**src/hdl/apcs_consts.svh**
```systemverilog
// Register offsets, field positions and reset values for port clocking
`ifndef APCS_CONSTS_SVH
`define APCS_CONSTS_SVH
// Register offsets
`define APCS_ADDR_A_SETUP 16'h0200
`define APCS_ADDR_A_RATIO 16'h0201
`define APCS_ADDR_B_SETUP 16'h0204
`define APCS_ADDR_STATUS 16'h0205
// Setup register fields
`define APCS_SRC_MSB 4
`define APCS_SRC_LSB 3
`define APCS_INV_BIT 2
`define APCS_HALVE_BIT 1
`define APCS_ENA_BIT 0
// Rate ratio register fields
`define APCS_IN_DIV_MSB 5
`define APCS_IN_DIV_LSB 3
`define APCS_OUT_DIV_MSB 2
`define APCS_OUT_DIV_LSB 0
// Reset values and special codes
`define APCS_SETUP_RST 5'h00
`define APCS_DIV_RST 3'h0
`define APCS_DIV_RESERVED 3'h7
`define APCS_RDATA_IDLE 16'h0000
`endif

```
**src/hdl/apcs_pkg.sv**
```systemverilog
// Types shared by the port clocking design
package apcs_pkg;
  // Clock source codes
  typedef enum logic [1:0] {
    SRC_MASTER_ONE = 2'h0,
    SRC_MASTER_TWO = 2'h1,
    SRC_LOOP_ONE = 2'h2,
    SRC_LOOP_TWO = 2'h3
  } apcs_src_t;
  // Glitch-free switch sequencer states
  typedef enum logic [3:0] {
    APCS_RUN = 4'h1,
    APCS_STOP = 4'h2,
    APCS_LOAD = 4'h4,
    APCS_ARM = 4'h8
  } apcs_state_t;
endpackage

```
**src/hdl/apcs_port_if.sv**
```systemverilog
// Carrier between register block and one port clock path
`timescale 1ns/10ps
interface apcs_port_if;
  import apcs_pkg::*;
  apcs_src_t source; // Requested source
  logic invert; // Requested polarity
  logic halve; // Requested divide by two
  logic enable; // Requested gate state
  logic [3:0] src_sync; // Synchronised sources
  logic running; // Gate open
  logic port_clock; // Generated port clock
  modport ctrl (output source, invert, halve, enable, src_sync,
                input running, port_clock);
  modport port (input source, invert, halve, enable, src_sync,
                output running, port_clock);
endinterface

```
**src/hdl/apcs_port_clk.sv**
```systemverilog
// One port clock path: select, invert, halve, gate without runts
`timescale 1ns/10ps
`include "apcs_consts.svh"
module apcs_port_clk
  import apcs_pkg::*;
(
  // Clock and reset
  input wire logic clk,
  input wire logic sys_rst,
  // Control and status carrier
  apcs_port_if.port pif
);
  apcs_state_t state; // Switch sequencer
  apcs_state_t next_state;
  apcs_src_t act_src; // Settings in force
  logic act_inv;
  logic act_halve;
  logic act_ena;
  logic raw; // Selected source after polarity
  logic raw_q; // Previous sample of raw
  logic half; // Divide-by-two toggle
  logic pre; // Clock ahead of the gate
  logic gate; // Output gate
  logic changed; // Request differs from settings in force

  // Selection first, then polarity
  assign raw = pif.src_sync[act_src] ^ act_inv;
  // Halving after polarity
  assign pre = act_halve ? half : raw_q;
  assign changed = {pif.source, pif.invert, pif.halve, pif.enable} !=
                   {act_src, act_inv, act_halve, act_ena};
  assign pif.running = gate;

  // Sample history
  always_ff @(posedge clk or posedge sys_rst) begin
    if (sys_rst) begin
      raw_q <= 1'b0;
    end else begin
      raw_q <= raw;
    end
  end

  // Halving toggle, restarted on each settings load
  always_ff @(posedge clk or posedge sys_rst) begin
    if (sys_rst) begin
      half <= 1'b0;
    end else if (state == APCS_LOAD) begin
      half <= 1'b0;
    end else if (raw && !raw_q) begin
      half <= ~half;
    end
  end

  // Sequencer next state; a stalled-high pre-gate clock holds STOP while the gate is open
  always_comb begin
    next_state = state;
    case (state)
      APCS_RUN: if (changed) next_state = APCS_STOP;
      APCS_STOP: if (!pre || !gate) next_state = APCS_LOAD;
      APCS_LOAD: next_state = APCS_ARM;
      APCS_ARM: if (!act_ena || (!raw && !pre)) next_state = APCS_RUN;
      default: next_state = APCS_RUN;
    endcase
  end

  // Sequencer state
  always_ff @(posedge clk or posedge sys_rst) begin
    if (sys_rst) begin
      state <= APCS_RUN;
    end else begin
      state <= next_state;
    end
  end

  // Settings take effect only with the gate closed
  always_ff @(posedge clk or posedge sys_rst) begin
    if (sys_rst) begin
      act_src <= SRC_MASTER_ONE;
      act_inv <= 1'b0;
      act_halve <= 1'b0;
      act_ena <= 1'b0;
    end else if (state == APCS_LOAD) begin
      act_src <= pif.source;
      act_inv <= pif.invert;
      act_halve <= pif.halve;
      act_ena <= pif.enable;
    end
  end

  // Gate moves only while the pre-gate clock is low
  always_ff @(posedge clk or posedge sys_rst) begin
    if (sys_rst) begin
      gate <= 1'b0;
    end else if (state == APCS_STOP && next_state == APCS_LOAD) begin
      gate <= 1'b0;
    end else if (state == APCS_ARM && next_state == APCS_RUN) begin
      gate <= act_ena;
    end
  end

  // Registered port clock
  always_ff @(posedge clk or posedge sys_rst) begin
    if (sys_rst) begin
      pif.port_clock <= 1'b0;
    end else begin
      pif.port_clock <= gate & pre;
    end
  end

  // Gate never moves with the clock high
  property p_gate_quiet;
    @(posedge clk) disable iff (sys_rst)
      $changed(gate) |-> $past(pre) == 1'b0;
  endproperty
  a_gate_quiet: assert property (p_gate_quiet)
    else $error("gate moved high");

  // Closed gate forces a low clock
  property p_gate_off;
    @(posedge clk) disable iff (sys_rst)
      !gate |=> !pif.port_clock;
  endproperty
  a_gate_off: assert property (p_gate_off)
    else $error("clock leaks");

  // Unhalved clock follows selected source two cycles on
  property p_follow;
    @(posedge clk) disable iff (sys_rst)
      (state == APCS_RUN && !act_halve && gate) ##1 (gate && !act_halve)
        |=> pif.port_clock == $past(raw, 2);
  endproperty
  a_follow: assert property (p_follow)
    else $error("source mismatch");

  // Halving toggle moves only on a source rise while in RUN
  property p_halve;
    @(posedge clk) disable iff (sys_rst)
      (state == APCS_RUN && $changed(half)) |-> $past(raw && !raw_q);
  endproperty
  a_halve: assert property (p_halve)
    else $error("halve toggled");
endmodule // apcs_port_clk

```
**src/hdl/apcs_top.sv**
```systemverilog
// Top: control registers and clock generation for both audio ports
//
// The plain strobed port was left to the implementer.
`timescale 1ns/10ps
`include "apcs_consts.svh"
// Operation
// Port A source bits 4:3, reset 00
// Port A invert bit 2, reset 0
// Port A halve bit 1, reset 0
// Port A enable bit 0, reset off
// Port B source bits 4:3, reset 00
// Port B invert bit 2, reset 0
// Port B halve bit 1, reset 0
// Port B enable bit 0, reset off
// Input rate divider bits 5:3, 111 reserved
// Output rate divider bits 2:0, 111 reserved
// Both rate dividers reset to 000
// Select, invert, halve, gate; no runt pulses
module apcs_top
  import apcs_pkg::*;
(
  // Clock and reset
  input wire logic clk,
  input wire logic sys_rst,
  // Register port
  input wire logic [15:0] reg_addr,
  input wire logic [15:0] reg_wdata,
  input wire logic reg_write,
  input wire logic reg_read,
  output logic [15:0] reg_rdata,
  // Clock source pins
  input wire logic master_clock_in_one,
  input wire logic master_clock_in_two,
  input wire logic locked_loop_one_output,
  input wire logic locked_loop_two_output,
  // Generated port clocks
  output logic port_a_clock,
  output logic port_b_clock,
  // Port A rate ratio settings
  output logic [2:0] port_a_input_rate_divider,
  output logic [2:0] port_a_output_rate_divider
);
  // Raw source pins, index equals source code
  logic [3:0] src_pin;
  // First synchroniser stage, read only by the second
  logic [3:0] src_meta;
  // Second synchroniser stage, safe to use
  logic [3:0] src_sync;
  // Setup registers, index 0 is port A
  logic [4:0] setup [2];
  // Rate ratio fields
  logic [2:0] in_div;
  logic [2:0] out_div;
  // Carriers to the two clock paths
  apcs_port_if pif [2] ();
  // Gate status of both paths
  logic [1:0] running;

  // Pins gathered in source code order
  assign src_pin = {locked_loop_two_output, locked_loop_one_output,
                    master_clock_in_two, master_clock_in_one};

  // Two-stage synchroniser per source pin.
  // Sources are far slower than clk here; a source near clk/2
  // would alias, so this path suits low-rate clocks only.
  generate
    for (genvar s = 0; s < 4; s++) begin : g_sync
      // Both stages share one process
      always_ff @(posedge clk or posedge sys_rst) begin
        if (sys_rst) begin
          src_meta[s] <= 1'b0;
          src_sync[s] <= 1'b0;
        end else begin
          src_meta[s] <= src_pin[s];
          src_sync[s] <= src_meta[s];
        end
      end
    end
  endgenerate

  // Setup registers and clock paths, one per port
  generate
    for (genvar g = 0; g < 2; g++) begin : g_port
      // Offset of this port's setup register
      localparam logic [15:0] SETUP_ADDR =
        (g == 0) ? `APCS_ADDR_A_SETUP : `APCS_ADDR_B_SETUP;

      // Setup register write; fields change in the path only
      // once its sequencer has closed the gate
      always_ff @(posedge clk or posedge sys_rst) begin
        if (sys_rst) begin
          setup[g] <= `APCS_SETUP_RST;
        end else if (reg_write && reg_addr == SETUP_ADDR) begin
          setup[g] <= reg_wdata[`APCS_SRC_MSB:0];
        end
      end

      // Requested settings onto the carrier
      assign pif[g].source =
        apcs_src_t'(setup[g][`APCS_SRC_MSB:`APCS_SRC_LSB]);
      assign pif[g].invert = setup[g][`APCS_INV_BIT];
      assign pif[g].halve = setup[g][`APCS_HALVE_BIT];
      assign pif[g].enable = setup[g][`APCS_ENA_BIT];
      // Both paths see the same synchronised sources
      assign pif[g].src_sync = src_sync;
      // Gate status for the status register
      assign running[g] = pif[g].running;

      // Clock path for this port
      apcs_port_clk i_apcs_port_clk (
        .clk(clk),
        .sys_rst(sys_rst),
        .pif(pif[g])
      );
    end
  endgenerate

  // Rate ratio register; a reserved code leaves the field as it
  // was, so the rate paths never see an undefined ratio
  always_ff @(posedge clk or posedge sys_rst) begin
    if (sys_rst) begin
      in_div <= `APCS_DIV_RST;
      out_div <= `APCS_DIV_RST;
    end else if (reg_write && reg_addr == `APCS_ADDR_A_RATIO) begin
      // Input path field
      if (reg_wdata[`APCS_IN_DIV_MSB:`APCS_IN_DIV_LSB] !=
          `APCS_DIV_RESERVED) begin
        in_div <= reg_wdata[`APCS_IN_DIV_MSB:`APCS_IN_DIV_LSB];
      end
      // Output path field
      if (reg_wdata[`APCS_OUT_DIV_MSB:`APCS_OUT_DIV_LSB] !=
          `APCS_DIV_RESERVED) begin
        out_div <= reg_wdata[`APCS_OUT_DIV_MSB:`APCS_OUT_DIV_LSB];
      end
    end
  end

  // Ratio settings out to the rate paths
  assign port_a_input_rate_divider = in_div;
  assign port_a_output_rate_divider = out_div;

  // Read data, valid only in the cycle after the strobe;
  // idle zero keeps a stale value from looking like an answer
  always_ff @(posedge clk or posedge sys_rst) begin
    if (sys_rst) begin
      reg_rdata <= `APCS_RDATA_IDLE;
    end else if (reg_read) begin
      case (reg_addr)
        // Port A setup
        `APCS_ADDR_A_SETUP: reg_rdata <= {11'h000, setup[0]};
        // Port A rate ratio
        `APCS_ADDR_A_RATIO: reg_rdata <= {10'h000, in_div, out_div};
        // Port B setup
        `APCS_ADDR_B_SETUP: reg_rdata <= {11'h000, setup[1]};
        // Gate status of both ports
        `APCS_ADDR_STATUS: reg_rdata <= {14'h0000, running};
        // Unmapped offsets read zero
        default: reg_rdata <= `APCS_RDATA_IDLE;
      endcase
    end else begin
      reg_rdata <= `APCS_RDATA_IDLE;
    end
  end

  // Port clocks come straight from the path flops
  assign port_a_clock = pif[0].port_clock;
  assign port_b_clock = pif[1].port_clock;

  // Port A source write reaches the carrier next cycle
  property p_a_src;
    @(posedge clk) disable iff (sys_rst)
      (reg_write && reg_addr == `APCS_ADDR_A_SETUP)
        |=> pif[0].source == $past(reg_wdata[4:3]);
  endproperty
  a_a_src: assert property (p_a_src)
    else $error("A source lost");

  // Port A invert write reaches the carrier
  property p_a_inv;
    @(posedge clk) disable iff (sys_rst)
      (reg_write && reg_addr == `APCS_ADDR_A_SETUP)
        |=> pif[0].invert == $past(reg_wdata[2]);
  endproperty
  a_a_inv: assert property (p_a_inv)
    else $error("A invert lost");

  // Port A halve write reaches the carrier
  property p_a_halve;
    @(posedge clk) disable iff (sys_rst)
      (reg_write && reg_addr == `APCS_ADDR_A_SETUP)
        |=> pif[0].halve == $past(reg_wdata[1]);
  endproperty
  a_a_halve: assert property (p_a_halve)
    else $error("A halve lost");

  // Port A held low while its enable stays clear and gate shut
  property p_a_off;
    @(posedge clk) disable iff (sys_rst)
      (!pif[0].enable && !running[0]) ##1 !running[0]
        |-> !port_a_clock;
  endproperty
  a_a_off: assert property (p_a_off)
    else $error("A clock while off");

  // Port B source write reaches the carrier next cycle
  property p_b_fields;
    @(posedge clk) disable iff (sys_rst)
      (reg_write && reg_addr == `APCS_ADDR_B_SETUP)
        |=> pif[1].source == $past(reg_wdata[4:3]);
  endproperty
  a_b_fields: assert property (p_b_fields)
    else $error("B source lost");

  // Port B invert write reaches the carrier
  property p_b_inv;
    @(posedge clk) disable iff (sys_rst)
      (reg_write && reg_addr == `APCS_ADDR_B_SETUP)
        |=> pif[1].invert == $past(reg_wdata[2]);
  endproperty
  a_b_inv: assert property (p_b_inv)
    else $error("B invert lost");

  // Port B halve write reaches the carrier
  property p_b_halve;
    @(posedge clk) disable iff (sys_rst)
      (reg_write && reg_addr == `APCS_ADDR_B_SETUP)
        |=> pif[1].halve == $past(reg_wdata[1]);
  endproperty
  a_b_halve: assert property (p_b_halve)
    else $error("B halve lost");

  // Port B held low while its enable stays clear and gate shut
  property p_b_off;
    @(posedge clk) disable iff (sys_rst)
      (!pif[1].enable && !running[1]) ##1 !running[1]
        |-> !port_b_clock;
  endproperty
  a_b_off: assert property (p_b_off)
    else $error("B clock while off");

  // Input divider: valid codes stored, reserved code ignored
  property p_in_div;
    @(posedge clk) disable iff (sys_rst)
      (reg_write && reg_addr == `APCS_ADDR_A_RATIO)
        |=> in_div == (($past(reg_wdata[5:3]) == 3'h7) ?
                       $past(in_div) : $past(reg_wdata[5:3]));
  endproperty
  a_in_div: assert property (p_in_div)
    else $error("input div wrong");

  // Output divider: valid codes stored, reserved code ignored
  property p_out_div;
    @(posedge clk) disable iff (sys_rst)
      (reg_write && reg_addr == `APCS_ADDR_A_RATIO)
        |=> out_div == (($past(reg_wdata[2:0]) == 3'h7) ?
                        $past(out_div) : $past(reg_wdata[2:0]));
  endproperty
  a_out_div: assert property (p_out_div)
    else $error("output div wrong");

  // Both dividers zero after reset release
  property p_div_rst;
    @(posedge clk) disable iff (sys_rst)
      $fell(sys_rst) |-> (in_div == 3'h0 && out_div == 3'h0);
  endproperty
  a_div_rst: assert property (p_div_rst)
    else $error("div reset wrong");

  // Port A enabled from a shut gate stays low while it sequences;
  // STOP, LOAD and ARM must all pass before the gate may open
  property p_a_start;
    @(posedge clk) disable iff (sys_rst)
      (reg_write && reg_addr == `APCS_ADDR_A_SETUP && reg_wdata[0]
       && !running[0] && g_port[0].i_apcs_port_clk.state == APCS_RUN)
        |=> (!port_a_clock) [*4];
  endproperty
  a_a_start: assert property (p_a_start)
    else $error("A runt at start");

  // Status read returns the gate states
  property p_status;
    @(posedge clk) disable iff (sys_rst)
      (reg_read && reg_addr == `APCS_ADDR_STATUS)
        |=> reg_rdata == {14'h0000, $past(running)};
  endproperty
  a_status: assert property (p_status) else $error("status wrong");

  // Idle cycles with no read strobe return zero
  property p_idle;
    @(posedge clk) disable iff (sys_rst)
      !reg_read |=> reg_rdata == 16'h0000;
  endproperty
  a_idle: assert property (p_idle) else $error("read data not idle");

  // Port A enable write reaches the carrier
  property p_a_ena;
    @(posedge clk) disable iff (sys_rst)
      (reg_write && reg_addr == `APCS_ADDR_A_SETUP)
        |=> pif[0].enable == $past(reg_wdata[0]);
  endproperty
  a_a_ena: assert property (p_a_ena)
    else $error("A enable lost");

  // Port B enable write reaches the carrier
  property p_b_ena;
    @(posedge clk) disable iff (sys_rst)
      (reg_write && reg_addr == `APCS_ADDR_B_SETUP)
        |=> pif[1].enable == $past(reg_wdata[0]);
  endproperty
  a_b_ena: assert property (p_b_ena)
    else $error("B enable lost");

  // Port B enabled from a shut gate stays low while it sequences
  property p_b_start;
    @(posedge clk) disable iff (sys_rst)
      (reg_write && reg_addr == `APCS_ADDR_B_SETUP && reg_wdata[0]
       && !running[1] && g_port[1].i_apcs_port_clk.state == APCS_RUN)
        |=> (!port_b_clock) [*4];
  endproperty
  a_b_start: assert property (p_b_start)
    else $error("B runt at start");

  // Port A setup holds between its writes
  property p_a_hold;
    @(posedge clk) disable iff (sys_rst)
      !(reg_write && reg_addr == `APCS_ADDR_A_SETUP)
        |=> $stable(setup[0]);
  endproperty
  a_a_hold: assert property (p_a_hold)
    else $error("A setup drifted");

  // Port B setup holds between its writes
  property p_b_hold;
    @(posedge clk) disable iff (sys_rst)
      !(reg_write && reg_addr == `APCS_ADDR_B_SETUP)
        |=> $stable(setup[1]);
  endproperty
  a_b_hold: assert property (p_b_hold)
    else $error("B setup drifted");

  // Ratio fields hold between ratio writes
  property p_ratio_hold;
    @(posedge clk) disable iff (sys_rst)
      !(reg_write && reg_addr == `APCS_ADDR_A_RATIO)
        |=> $stable({in_div, out_div});
  endproperty
  a_ratio_hold: assert property (p_ratio_hold)
    else $error("ratio drifted");
endmodule // apcs_top

```
**config.mk**
```make
export PLATFORM = sky130hd
export DESIGN_NAME = apcs_top
export DESIGN_NICKNAME = d
export VERILOG_FILES = /design/src/hdl/apcs_pkg.sv /design/src/hdl/apcs_port_if.sv /design/src/hdl/apcs_port_clk.sv /design/src/hdl/apcs_top.sv
export VERILOG_INCLUDE_DIRS = /design/src /design/src/hdl
export SDC_FILE = /design/constraint.sdc
export NUM_CORES = 1
export LEC_CHECK = 0
export ABC_AREA = 1
export BUFFER_PORTS_ARGS = -buffer_cell sky130_fd_sc_hd__buf_2
export CAP_MARGIN = 20
export CELL_PAD_IN_SITES_DETAIL_PLACEMENT = 0
export CELL_PAD_IN_SITES_GLOBAL_PLACEMENT = 1
export CORE_MARGIN = 5
export CORE_UTILIZATION = 25
export DETAILED_ROUTE_END_ITERATION = 16
export PLACE_DENSITY_LB_ADDON = 0.1
export SLEW_MARGIN = 5
export SYNTH_ARGS = -nofsm -noshare
export SYNTH_HDL_FRONTEND = slang
export SYNTH_SLANG_ARGS = --single-unit
```
**constraint.sdc**
```tcl
create_clock -name clk -period 1.54 [get_ports clk]
set_input_delay 0.154 -clock clk [delete_from_list [all_inputs] [get_ports clk]]
set_output_delay 0.154 -clock clk [all_outputs]
set_load 0.02 [all_outputs]
```
# Word level (Yosys, flattened, before mapping)
# Cells that the tools add are included.
# Widths: inputs -> output; s select.
# word_totals
register_bits,66
latch_bits,0
mem_bits_rw,0
mem_bits_ro,0
output_inout_bits,24
word_cells,114
mem_count,0
# op_classes
add_sub_neg,0
mul,0
div,0
magnitude_cmp,2
eq_ne,20
shifts,0
n_mux,24
bitwise,6
n_reduce_logical,31
# op_table
op,n
$eq 16x10->1 const B,4
$pmux 4 s4,2
$mux 4,6
$pmux 6 s4,1
$eq 4x1->1 const B,4
$eq 4x3->1 const B,4
$mux 16,1
$mux 1,12
$logic_and 1x1->1,11
$logic_not 1->1,10
$ne 5x5->1,2
$eq 4x2->1 const B,2
$eq 4x4->1 const B,2
$reduce_bool 2->1,4
$lt 2x3->1 const B,2
$ne 3x3->1 const B,2
$bmux 1 s2,2
$logic_or 1x1->1,4
$reduce_and 2->1,2
$and 1x1->1,2
$not 1->1,2
$xor 1x1->1,2

# Longest topological paths before layout
# logic_depth
ltp_word,12
ltp_mapped,10

# By module
# From an unflattened synthesis, not the netlist that was laid out.
# unflattened
hier_cells,338
hier_area_um2,2874.0
# by_module_without_submodules
module,instances,cells_per_inst,area_per_inst_um2,seq_area_each_um2
apcs_top,1,166,1487.7,750.7
apcs_port_clk,2,86,693.2,326.6

# Worst setup path after synthesis
# No wires, ideal clock.
# synth_path
path_kind,register to register
startpoint,register g_port[1].i_apcs_port_clk.state[1]
endpoint,register g_port[1].i_apcs_port_clk.act_ena
arrival_time_ns,1.049
required_ns,1.408
path_slack_ns,0.360
stages_incl_launch_ff,6
n_path_buf,1
synth_period_minus_slack_ns,1.180
cell_sequence,dfrtp_1 nor2_1 inv_1 nor3_1 clkbuf_1 o21ai_0
# synth_between
elab_chain_len,1
# synth_rtl
element,line_no,rtl
"start, declared",apcs_port_clk.sv:13,apcs_state_t state;
"start signal, assigned",apcs_port_clk.sv:71,state <= next_state;
$eq 4x3->1,apcs_port_clk.sv:82,end else if (state == APCS_LOAD) begin
"end signal, assigned",apcs_port_clk.sv:86,act_ena <= pif.enable;
"end, declared",apcs_port_clk.sv:18,logic act_ena;
# Every way passes these cells.
# A chain may end at the register's enable or synchronous reset.

# Worst setup path after layout
# layout_path
startpoint,register g_port[1].i_apcs_port_clk.act_src[0]
endpoint,register g_port[1].i_apcs_port_clk.state[1]
# layout_between
elab_chain_len,8
elab_cells_between_ends,10
# layout_rtl
element,line_no,rtl
"start, declared",apcs_port_clk.sv:15,apcs_src_t act_src;
"start signal, assigned",apcs_port_clk.sv:83,act_src <= pif.source;
$bmux 1 s2,apcs_port_clk.sv:27,assign raw = pif.src_sync[act_src] ^ act_inv;
$mux 1 (implied by the code),apcs_port_clk.sv:27,
$xor 1x1->1,apcs_port_clk.sv:27,
$logic_not 1->1,apcs_port_clk.sv:61,APCS_ARM: if (!act_ena || (!raw && !pre)) next_state = APCS_RUN;
$logic_and 1x1->1,apcs_port_clk.sv:61,
$logic_or 1x1->1,apcs_port_clk.sv:61,
$mux 4,apcs_port_clk.sv:61,
$pmux 4 s4 *,apcs_port_clk.sv:57,case (state)
net g_port[1].i_apcs_port_clk.next_state[1],apcs_port_clk.sv:14,apcs_state_t next_state;
# The timed path passes the listed nets; every way through them passes the cells marked *. The select of a mux whose other input is x is not followed.

==> key figures <==
Floorplan
  • Number of placement rows: 38
  • Core footprint: 10700 um^2
  • Ports placed on the boundary: 64
  • Initial core utilization: 25.2%
  • Die area: 13000 um^2
  • Floorplan die height: 114 um
  • Width of the die: 114 um

Global route
  • Maximum number of pins on one net before global-route repair: 36
  • GR Overflow Total: 0
  • Vias in the first global route: 2173
  • Global-route wire length before repair: 10900 um
  • Number of antenna violations at the first check in global routing: 0
  • Combined global-route utilization of all metal layers: 10.6%

Critical path
  • Critical path fanouts, max: 5
  • Critical-path cell list: or2_2 -> a21oi_1 -> nand3_1 -> nand2_1 -> nand2_1
  • Critical path buffers and inverters: 0
  • Worst Path Required: 1750 ps
  • Worst Path Arrival: 1510 ps
  • Largest stage delay on the critical path: 430 ps
  • Critical path start-end classification: reg -> reg
  • Kind of start point of the critical path: register
  • Slowest cell on crit path: sky130_fd_sc_hd__dfrtp_1
  • Worst path most repeated cell: sky130_fd_sc_hd__nand2_1
  • Crit path capture type: register
  • Kind of cell adding the most delay to the critical path: simple AND/OR/NAND/NOR gates

Synth
  • Flop and latch count out of synthesis: 56
  • Post-Synthesis Cells: 326
  • Main flop type after synthesis: sky130_fd_sc_hd__dfrtp_1
  • Async set or reset register ratio after synthesis: 100%
  • Fraction of the yosys area taken by sequential cells: 52.0%
  • Post-Synthesis Cell Area: 2700 um^2
  • Post-synth EDFFs: 0
  • Distinct cell type count of the synthesized netlist: 27
  • Number of synthesis warnings: 0
  • Per-instance average area after synthesis: 8.28 um^2

STA
  • Post-route clock skew: 6.28 ps
  • Final count of hold timing violations: 0
  • Final worst-path cycle share: 84.3%
  • Total count of max-transition violations in the final report: 0
  • Highest attainable clock frequency: 0.770 GHz
  • Shortest clock period the worst path allows after layout: 1300 ps
  • Count of endpoints failing setup in the final report: 0
  • Final total negative setup slack: 0 ps
  • Setup repair after global routing missed its margin: no

Finish
  • Post-synthesis to final-layout area growth: 20.1%
  • # nets final: 424
  • Filler cell count: 1171
  • Ratio of cells with drive above 1 in the final layout: 19.2%
  • Layout Cells excl Fill: 525
  • Number of antenna diodes: 0
  • Final core utilization: 30.3%

Flow run
  • Number of violations of the max-capacitance limit: 0

Power
  • P_leak: 1.62 nW
  • Worst voltage drop across the vdd grid: 0.391 mV
  • Areal power density over the cells: 799 nW/um^2

Detailed routing
  • Vias/cell: 4.09
  • Final WL: 6260 um
  • Residual DRC count: 0
  • Mean routed wirelength per cell: 11.9 um
  • Post-detailed-route count of antenna-violating nets: 0
  • Initial drt markers: 111
  • First-pass iteration count of the detailed router: 5
  • Routed vias: 2146

Clocking
  • Cells resized by post-CTS repair: 0
  • TritonCTS clock tree: done
  • Number of CTS-inserted buffers: 5
  • Post-CTS clock slew at the launch and capture registers of the worst setup and hold paths: 100 ps
  • Clock root cell: sky130_fd_sc_hd__clkbuf_8
  • H-Tree Level Count: 2
  • Number of setup buffers added after CTS: 0
  • Insertion delay of the later-clocked pin in the worst-skew pair: 310 ps
  • Clock sinks: 56
  • Maximum root-to-sink buffer count: 2

Placed design
  • I/O Buffers: 43
  • Post-placement cell count: 512
  • Routability congestion estimate from global placement: 0.711
  • Half-perimeter wire length after placement: 4950 um

Outcome
  • Run status: finished clean

Hold path
  • Kind of path behind the tightest hold check: in -> reg
==> timing repair <==
action | in CTS | in global routing
hold buffers | 5 | 0
setup endpoints to repair | 0 | 0
endpoints found under the hold margin | 15 | 0
==> path summary, 6_finish.rpt <==
| path | startpoint | to | slack (ps) | cells after the start |
|---|---|---|---|---|
| min in group asynchronous | sys_rst | src_meta[1] | 330 | 3 |
| max reg2reg | g_port[1].i_apcs_port_clk.act_src[0] | g_port[1].i_apcs_port_clk.state[1] | 240 | 5 |
| max in group asynchronous | sys_rst | g_port[0].i_apcs_port_clk.state[0] | 670 | 4 |
| min | reg_read | reg_rdata[5] | 70 | 3 |
| min reg2reg | src_meta[2] | pif[0].src_sync[2] | 360 | 0 |
| max | g_port[1].i_apcs_port_clk.act_src[0] | g_port[1].i_apcs_port_clk.state[1] | 240 | 5 |
==> power by group <==
part / leakage (nW) / total [W] / internal (W) / switching [W]
clock network: 0.0434 / 0.000875 / 0.000366 / 0.000509
logic: 0.829 / 0.000205 / 0.0000725 / 0.000132
registers: 0.747 / 0.00151 / 0.00150 / 0.0000111
total: 1.62 / 0.00259 / 0.00194 / 0.000652
==> cell usage in the layout, fill, tap and decap left out, drive strengths merged, types with 6 or more instances in the layout <==
| master | netlist | final |
|---|---|---|
| buf | 11 | 50 |
| clkbuf | 2 | 6 |
| conb | 1 | 10 |
| dfrtp | 54 | 54 |
| inv | 49 | 49 |
| nand2 | 73 | 73 |
| nand3 | 24 | 24 |
| nand4 | 14 | 14 |
| nor2 | 41 | 41 |
| o21ai | 38 | 38 |
==> routing by layer <==
layer / part of all wire [%] / wire [um] / vias to the layer above / global-route usage [%]
met1: 50 / 3110 / 988 / 14.9
li1: - / - / 1126 / -
met4: 1.2 / 78 / 0 / 3.09
met3: 2.9 / 179 / 6 / 2.12
met2: 46 / 2890 / 26 / 16.4
met5: 0 / 0 / - / 0
==> final cells by class <==
cell class                 count  area [um^2]  area share, %
inverter                      49          184           5.67
sequential                    56         1400           43.3
clock buffer                   6         82.6           2.55
timing repair buffer          55          330           10.2
tap                          140          175           5.40
multi-input combinational    217         1050           32.4
clock inverter                 2         15.0          0.463
==> sequential cells by signal, summed over array words and instances (netlist names) <==
signal	count
g_port.i_apcs_port_clk.act_ena	2
g_port.i_apcs_port_clk.act_halve	2
g_port.i_apcs_port_clk.act_inv	2
g_port.i_apcs_port_clk.act_src	4
g_port.i_apcs_port_clk.half	2
g_port.i_apcs_port_clk.pif.port_clock	2
g_port.i_apcs_port_clk.pif.running	2
g_port.i_apcs_port_clk.raw_q	2
g_port.i_apcs_port_clk.state	8
pif.enable	2
pif.halve	2
pif.invert	2
pif.source	4
pif.src_sync	4
port_a_input_rate_divider	3
port_a_output_rate_divider	3
reg_rdata	6
src_meta	4
==> synthesized netlist by cell type (2+ instances only) <==
| cell | number | share of area, % |
|---|---|---|
| sky130_fd_sc_hd__xnor2_1 | 3 | 0.97 |
| sky130_fd_sc_hd__nand3_1 | 22 | 4.1 |
| sky130_fd_sc_hd__xor2_1 | 4 | 1.3 |
| sky130_fd_sc_hd__nand3_4 | 2 | 1.3 |
| sky130_fd_sc_hd__nor3_1 | 2 | 0.37 |
| sky130_fd_sc_hd__dfrtp_1 | 54 | 50 |
| sky130_fd_sc_hd__nor2_4 | 2 | 0.83 |
| sky130_fd_sc_hd__inv_1 | 49 | 6.8 |
| sky130_fd_sc_hd__nand2_1 | 73 | 10 |
| sky130_fd_sc_hd__o21ai_1 | 5 | 0.93 |
| sky130_fd_sc_hd__nor2_1 | 37 | 5.1 |
| sky130_fd_sc_hd__nor2_2 | 2 | 0.46 |
| sky130_fd_sc_hd__dfstp_2 | 2 | 1.9 |
| sky130_fd_sc_hd__nand4_2 | 2 | 0.93 |
| sky130_fd_sc_hd__nand4_1 | 12 | 2.8 |
| sky130_fd_sc_hd__nor4_1 | 2 | 0.46 |
| sky130_fd_sc_hd__clkbuf_1 | 2 | 0.28 |
| sky130_fd_sc_hd__o21ai_0 | 31 | 5.7 |
| sky130_fd_sc_hd__or2_2 | 2 | 0.46 |
| sky130_fd_sc_hd__o21ai_2 | 2 | 0.65 |
| sky130_fd_sc_hd__buf_4 | 10 | 2.8 |
==> kinds of logic after synthesis <==
group                     synth area share, %
DFF                                      52.0
and+or+nand+nor                          27.8
xor gates and xnor gates                 2.27
AOI/OAI and AO/OA                        7.51
other                                   0.139
buffers and inverters                    10.3
==> worst min-delay path, stage by stage <==
cell and delay, ps:
sky130_fd_sc_hd__buf_2 110, sky130_fd_sc_hd__nand2_1 60, sky130_fd_sc_hd__nor2_1 40
==> per-stage QoR <==
step	power [W]	hold slack (ps)	setup slack, ps	cell area, um^2
after CTS	0.00265	64.5	220	3240
after detailed placement	0.00174	137	138	3100
final	0.00259	72.9	242	3240
after global placement	0.00174	132	142	3100
after global routing	0.00275	55.1	29.6	3240
after floorplan	0.00167	185	18.0	2730
No activity file was read; power rests on OpenSTA's default activity.
